`config.mk`:
```
export PLATFORM = sky130hd
export DESIGN_NAME = bud_counter
export DESIGN_NICKNAME = d
export VERILOG_FILES = /design/src/rtl/bud_pkg.sv /design/src/rtl/bud_counter.sv /design/src/rtl/bud_step.sv
export VERILOG_INCLUDE_DIRS = /design/src /design/src/rtl
export SDC_FILE = /design/constraint.sdc
export NUM_CORES = 1
export LEC_CHECK = 0
export ABC_AREA = 1
export BUFFER_PORTS_ARGS = -buffer_cell sky130_fd_sc_hd__buf_2
export CAP_MARGIN = 20
export CORE_MARGIN = 3
export CORE_UTILIZATION = 44
export DETAILED_ROUTE_END_ITERATION = 7
export PLACE_DENSITY = 0.73
export SLEW_MARGIN = 20
export SYNTH_ARGS = -nofsm -noshare
export SYNTH_HDL_FRONTEND = slang
export SYNTH_SLANG_ARGS = --single-unit
```
`constraint.sdc`:
```
create_clock -name clk_sys -period 1.3 [get_ports clk_sys]
set_clock_uncertainty 0.15 [all_clocks]
set_input_delay 0.26 -clock clk_sys [delete_from_list [all_inputs] [get_ports clk_sys]]
set_output_delay 0.26 -clock clk_sys [all_outputs]
set_load 0.02 [all_outputs]
```
`src/rtl/bud_defines.svh`:
```
// constants for the bcd up/down counter digit
`ifndef BUD_DEFINES_SVH
`define BUD_DEFINES_SVH

// width of one bcd digit
`define BUD_DIGIT_W     4
// count value after synchronous reset or clear
`define BUD_RESET_COUNT 4'h0
// top of the decade, terminal count when counting up
`define BUD_DIGIT_MAX   4'h9
// bottom of the decade, terminal count when counting down
`define BUD_DIGIT_MIN   4'h0
// bit positions decoded for the up terminal count
`define BUD_TC_LSB_POS  0
`define BUD_TC_MSB_POS  3

`endif

```
`src/rtl/bud_pkg.sv`:
```
// types shared by the bcd up/down counter digit
`include "bud_defines.svh"

package bud_pkg;

  // one bcd digit
  typedef logic [`BUD_DIGIT_W-1:0] bud_digit_t;

  // what the digit did on the last clock edge
  typedef enum logic [2:0] {
    BUD_MODE_HOLD,
    BUD_MODE_UP,
    BUD_MODE_DOWN,
    BUD_MODE_LOAD,
    BUD_MODE_CLEAR
  } bud_mode_t;

endpackage

```
`src/rtl/bud_counter.sv`:
```
// single bcd up/down counter digit with load, clear and cascade carry
//
// Notes on behaviour
// - load strobe high copies load inputs through
// - load strobe high blocks counting
// - clear forces zero, beats load
// - direction high counts up, low down
// - count state moves only on rising edges that reset, count, clear or load
// - cascade enable high holds the count
// - count bits in bcd, bit0 least
// - ten enabled edges make one decade
// - up terminal: bit0, bit3 high, enable low
// - down terminal: all zero, enable low
// - terminal count active low, decoded from the shown count
// - terminal count low one full cycle
// - counting resumes from loaded value
`include "bud_defines.svh"

module bud_counter (
  input  wire logic        clk_sys,      // system clock, 100 MHz
  input  wire logic        srst,         // synchronous reset, active high
  input  wire logic        clear,        // transparent clear, active high
  input  wire logic        load_strobe,  // transparent load, active high
  input  wire logic        load_bit0,    // load value, least significant
  input  wire logic        load_bit1,    // load value bit 1
  input  wire logic        load_bit2,    // load value bit 2
  input  wire logic        load_bit3,    // load value, most significant
  input  wire logic        dir_up,       // high counts up, low down
  input  wire logic        carry_in_n,   // cascade enable, active low
  output logic             count_bit0,   // count, least significant
  output logic             count_bit1,   // count bit 1
  output logic             count_bit2,   // count bit 2
  output logic             count_bit3,   // count, most significant
  output logic             carry_out_n,  // terminal count, active low
  output logic             non_bcd,      // shown code is above nine
  output logic             digit_wrap,   // one-cycle pulse after a wrap
  output bud_pkg::bud_mode_t op_mode     // action of the last edge
);
  import bud_pkg::*;

  bud_digit_t count_reg;
  bud_digit_t count_next;
  bud_digit_t load_val;
  bud_digit_t count_shown;
  logic       count_en;
  logic       step_wrap;
  logic       tc_up;
  logic       tc_down;
  logic       wrap_reg;
  bud_mode_t  mode_reg;
  bud_mode_t  mode_next;

  // gather the loose load pins into one digit
  assign load_val = {load_bit3, load_bit2, load_bit1, load_bit0};

  // cascade enable high blocks the step
  assign count_en = ~clear & ~load_strobe & ~carry_in_n;

  // one step of the digit in the chosen direction
  // direction selects step
  bud_step u_step (
    .cur  (count_reg),
    .nxt  (count_next),
    .up   (dir_up),
    .wrap (step_wrap)
  );

  // count state; clear and load also land in the register so that
  // the digit keeps the forced value once the strobe falls
  always_ff @(posedge clk_sys) begin
    if (srst) begin
      count_reg <= `BUD_RESET_COUNT;
    end else if (clear) begin
      count_reg <= `BUD_RESET_COUNT;
    end else if (load_strobe) begin
      count_reg <= load_val;
    end else if (count_en) begin
      count_reg <= count_next;
    end
  end

  // transparent path: clear and load show at once, without a clock edge,
  // since the pins act on the outputs as soon as they change; the price
  // is that the count outputs are not purely registered while forced
  always_comb begin
    if (clear) begin
      count_shown = `BUD_RESET_COUNT;
    end else if (load_strobe) begin
      count_shown = load_val;
    end else begin
      count_shown = count_reg;
    end
  end

  assign count_bit0 = count_shown[0];
  assign count_bit1 = count_shown[1];
  assign count_bit2 = count_shown[2];
  assign count_bit3 = count_shown[3];

  // codes ten to fifteen only arise from a bad load value
  assign non_bcd = (count_shown > `BUD_DIGIT_MAX);

  // up terminal decode
  // only bits 0 and 3 are looked at, as in a plain decade decode
  assign tc_up = dir_up & count_shown[`BUD_TC_LSB_POS]
                 & count_shown[`BUD_TC_MSB_POS] & ~carry_in_n;

  assign tc_down = ~dir_up & (count_shown == `BUD_DIGIT_MIN) & ~carry_in_n;

  // low while the digit sits at its end, one enabled cycle
  // a neighbour stage may take this as its cascade enable
  assign carry_out_n = ~(tc_up | tc_down);

  // wrap pulse: marks the edge on which the decade rolled over
  always_ff @(posedge clk_sys) begin
    if (srst) begin
      wrap_reg <= 1'b0;
    end else begin
      wrap_reg <= count_en & step_wrap;
    end
  end

  assign digit_wrap = wrap_reg;

  // classify what the coming edge does, in the same priority as the count
  always_comb begin
    if (clear) begin
      mode_next = BUD_MODE_CLEAR;
    end else if (load_strobe) begin
      mode_next = BUD_MODE_LOAD;
    end else if (!count_en) begin
      mode_next = BUD_MODE_HOLD;
    end else if (dir_up) begin
      mode_next = BUD_MODE_UP;
    end else begin
      mode_next = BUD_MODE_DOWN;
    end
  end

  // last action, kept for observation by the surrounding logic
  always_ff @(posedge clk_sys) begin
    if (srst) begin
      mode_reg <= BUD_MODE_HOLD;
    end else begin
      mode_reg <= mode_next;
    end
  end

  assign op_mode = mode_reg;

endmodule

```
`src/rtl/bud_step.sv`:
```
// next value of a bcd digit for one step up or down
`include "bud_defines.svh"

module bud_step (
  input  bud_pkg::bud_digit_t cur,   // present digit
  input  wire logic           up,    // high to step up, low to step down
  output bud_pkg::bud_digit_t nxt,   // digit after one step
  output logic                wrap   // step crosses the decade boundary
);
  import bud_pkg::*;

  // wrap at decade ends
  // codes above nine fold back into the decade in one step either way
  always_comb begin
    nxt  = cur;
    wrap = 1'b0;
    if (up) begin
      if (cur >= `BUD_DIGIT_MAX) begin
        nxt  = `BUD_DIGIT_MIN;
        wrap = 1'b1;
      end else begin
        nxt = cur + 4'h1;
      end
    end else begin
      if (cur == `BUD_DIGIT_MIN || cur > `BUD_DIGIT_MAX) begin
        nxt  = `BUD_DIGIT_MAX;
        wrap = 1'b1;
      end else begin
        nxt = cur - 4'h1;
      end
    end
  end

endmodule

```
==> results.txt, run 1 <==
status = did not finish
step where the flow halted = 5_1_grt
Error = [ERROR DPL-0033] detailed placement checks failed during check placement.
dpl ws = -0.3431 ns
PortBufs = 19
FP Rows = 13
Cell Area, Synth = 645.6 um^2
Synth Area per Inst = 6.330 um^2
Syn Inst Count = 102
Clock Sinks = 8
Post-Syn Nets = 116
Clock Tree Root = clkbuf_4
Die Y = 44.31 um
Initial Util = 48.41%
worst endpoint type = primary output
hold_buf cts = 0
DP Wirelength = 1.601 mm
I/O pin total = 20
final RePlAce weighted congestion = 0.8441
post-synthesis cell type count = 20
Clock Tree Buf Depth = 2
GR repair worst EP = carry_out_n
htree depth = 1
largest net degree at the start of global routing = 9
Seq cells post-synth = 8
yosys warns = 0
cts bufs inserted = 3
initial antenna violation count = 0
register area share after synthesis = 24.81%
die width = 44.31 um
placed cells = 158
-- metrics by stage --
stage	TNS, ns	util (%)	area [um^2]
global placement	-1.864	73.92	985.9
detailed placement	-2.243	73.92	985.9
floorplan	-0.6567	-	706.9
CTS	-1.937	88.09	1175
-- cell usage after synthesis, drive strengths merged --
| master | n | share of area (%) |
|---|---|---|
| a21oi | 4 | 3.7 |
| a31oi | 1 | 0.97 |
| nand2 | 29 | 18 |
| nand3 | 13 | 13 |
| clkinv | 1 | 0.58 |
| dfxtp | 8 | 25 |
| inv | 18 | 11 |
| xor2 | 2 | 2.7 |
| nand4 | 4 | 3.9 |
| o22ai | 2 | 1.9 |
| o21ai | 6 | 4.7 |
| buf | 1 | 1.7 |
| ha | 4 | 7.8 |
| nor2 | 9 | 5.2 |
-- cells by family after synthesis --
family                     Yosys count  synth area share, %
and+or+nand+nor                     55                40.31
buffers and inverters               20                13.18
AOI/OAI and AO/OA                   13                11.24
DFF                                  8                24.81
adders and majority gates            4                7.752
xor gates and xnor gates             2                2.714
-- timing repair --
| item | CTS |
|---|---|
| gates resized for setup | 38 |
| setup buffers | 4 |
| pin swaps | 12 |
| hold endpoints to repair | 0 |
| endpoints found under the setup margin | 11 |
==> run 2, diff against run 1 <==
CORE_AREA = 3 3 64 66   (was default)
CORE_MARGIN = default   (was 3)
CORE_UTILIZATION = default   (was 44)
DIE_AREA = 0 0 67 69   (was default)
PLACE_DENSITY = default   (was 0.73)
PLACE_DENSITY_LB_ADDON = 0.15   (was default)
clock period = 1.7 ns   (was 1.3 ns; I/O delays follow)
==> run 2 against run 1 <==
Synthesized cell count did not move. Area after synthesis unchanged. The run now ends clean.
==> results.txt, run 2 <==
core area = 0.003633 mm^2
Syn Inst Count = 102
yosys warns = 0
DRC = 0
Crit path required time = 1.21 ns
final instance area = 0.001095 mm^2
met1 GRT Util = 11.76%
count leader, synth = nand2_1
final setup fails = 0
most frequent cells in the layout = 20 x nand2_1, 19 x buf_4, 15 x buf_2
placed cells = 183
hold_buf cts = 0
largest net degree at the start of global routing = 9
die width = 67 um
Clk Latency, worst-skew pair = 0.22 ns
Worst setup EP type = output pin
Iteration-0 DRC Markers = 31
GRT Util Overall = 9.589%
Die ar. = 0.004623 mm^2
Hold/Removal Path Class = in2reg
Layout Nets = 158
Antenna diodes = 0
Detailed Routing Iterations Pass 1 = 4
via count = 789
post-synthesis cell type count = 20
Initial Util = 17.77%
I/O pin total = 20
Cell Area, Synth = 645.6 um^2
CTS tree = done
DP Wirelength = 1.682 mm
leakage power = 0.5711 nW
layout cells sized above 1 = 51.41%
Synth area leader = dfxtp_1
delay-heaviest family, CP = simple AND/OR/NAND/NOR gates
Vias/cell = 4.153
fillers = 421
final RePlAce weighted congestion = 0.8313
max_cap viols = 0
Post-Syn Nets = 116
CP cell instances = buf_4 > inv_4 > nand2_2 > o22ai_4 > nor2_2 > nand4_1 > nand2_2 > nand2_2 > buf_6
htree depth = 1
worst-path fanout max = 8
Synth top area share = 24.81%
CP max stage delay = 0.16 ns
CTS clk-pin slew, worst paths = 0.04 ns
Area contributors post-synth = dfxtp_1 25%, nand2_1 15%, inv_1 8.7%
startpoint types = primary input
critical path class = in2out
Clock Tree Root = clkbuf_8
Largest register FFs = 4
register area = 163.9 um^2
Die Y = 69 um
final hold vios = 0
met3 Usage GRT = 2.443%
RSZ-0062 raised after global routing = yes
CP max-delay cell = buf_4
status = complete, no violations
area growth from synthesis to final layout = 69.57%
Avg WL per Cell = 10.77 um
GR Util met2 = 16.81%
Buf/Inv on CP = 3
multi-input gate area in the final layout = 478.0 um^2
EDFF count, synth = 0
Synth Area per Inst = 6.330 um^2
Arr. time, crit path = 1.20 ns
top cells by count, synth = 26 x nand2_1, 15 x inv_1, 9 x nand3_1, 9 x nor2_1, 8 x dfxtp_1
main flop type after synthesis = dfxtp_1
final wirelength = 2.046 mm
initial antenna violation count = 0
fin crit period = 1.689 ns
gr busiest metal = met2
Clock Tree Buf Depth = 2
Final Max Tran Viols = 0
peak supply drop = 0.3759 mV
ys async rst share = 0%
FP Rows = 22
Worst-Margin Slew = 0.2294 ns
commonest non-fill, non-tap cell in the layout = nand2_1
P per Cell Area = 595.1 mW/mm^2
register area share after synthesis = 24.81%
global route total overflow = 0
Worst slew margin = 84.65%
Seq cells post-synth = 8
Crit path top cell by count = nand2_2
dpl cell area = 949.7 um^2
Clock Sinks = 8
Post-Layout Cell Count = 190
PortBufs = 19
vias in the first global route = 750
cts bufs inserted = 3
first-pass GRT wire length = 3.477 mm
Fmax achieved = 592.1 MHz
crit share post-route = 99.35%
Antenna Nets Post-Route = 0
==> run 2: cell counts after synthesis <==
Identical to the previous run, type by type.
==> run 2: worst reg2reg max path: stages, from the launching register on <==
cell     delay (ns)
dfxtp_2        0.32
buf_4          0.12
buf_4          0.13
ha_1           0.20
nand3_2        0.10
nand3_2        0.11
nand3_2        0.09
nand2_1        0.07
a21oi_2        0.14
nor2_1         0.05
==> run 2: cell families (layout without fill, tap and decap cells) <==
family	count (synthesis)	in the layout	share of synthesized area (%)
simple gates	55	55	40.31
buf+inv	20	60	13.18
compound gates	13	13	11.24
flops	8	8	24.81
fa+ha+maj	4	4	7.752
xor+xnor	2	2	2.714
==> run 2: final timing paths <==
check | from | endpoint | slack (ns) | cells after the start
hold reg to reg | count_reg[0] | count_reg[0] | 0.48 | 4
hold / removal | srst | op_mode[2] | 0.17 | 2
setup / recovery | load_strobe | carry_out_n | 0.01 | 9
setup reg to reg | count_reg[0] | count_reg[1] | 0.09 | 9
==> run 2: final cells by class <==
| cell class | count | share of cell area (%) |
|---|---|---|
| multi-input cells | 74 | 43.66 |
| well taps | 48 | 5.486 |
| clock buffers | 3 | 3.771 |
| flip-flops and latches | 8 | 14.97 |
| repair buffers | 38 | 24.80 |
| inverters | 19 | 7.314 |
==> run 2: stage by stage <==
stage          setup WS, ns  setup TNS, ns  total power, mW  hold slack (ns)  utilization [%]
2_1_floorplan       0.03806              0           0.3262           0.2624                -
3_3_place_gp       -0.03415       -0.05782           0.4092           0.4083            26.14
3_5_place_dp       -0.06038        -0.1145           0.4073           0.4007            26.14
4_1_cts            0.002774              0           0.6481           0.1646            28.82
5_1_grt            -0.06403        -0.1120           0.7007           0.1744            30.13
6_report            0.01113              0           0.6515           0.1724            30.13
==> run 2: power breakdown <==
| group | switching, mW | total, mW | leakage, nW | internal (mW) |
|---|---|---|---|---|
| Sequential | 0.00529 | 0.204 | 0.0668 | 0.199 |
| Combinational | 0.132 | 0.232 | 0.483 | 0.0997 |
| Clock | 0.0635 | 0.216 | 0.0216 | 0.152 |
| Total | 0.201 | 0.652 | 0.571 | 0.451 |
==> run 2: what timing repair did <==
| action | 4_1_cts | 5_1_grt |
|---|---|---|
| buffers inserted | 3 | 1 |
| gates resized for setup | 16 | 12 |
| gates cloned | 0 | 0 |
| endpoints found under the hold margin | 0 | 0 |
| setup endpoints to repair | 3 | 6 |
| pin swaps | 3 | 6 |
==> run 2: metal layers <==
metal	routed length, um	part of all wire (%)	up-vias
met5	0	0	-
met4	18	0.88	0
met3	77	3.8	2
met2	1105	54	15
met1	845	41	364
li1	-	-	408
Power figures use the tool's default switching activity.
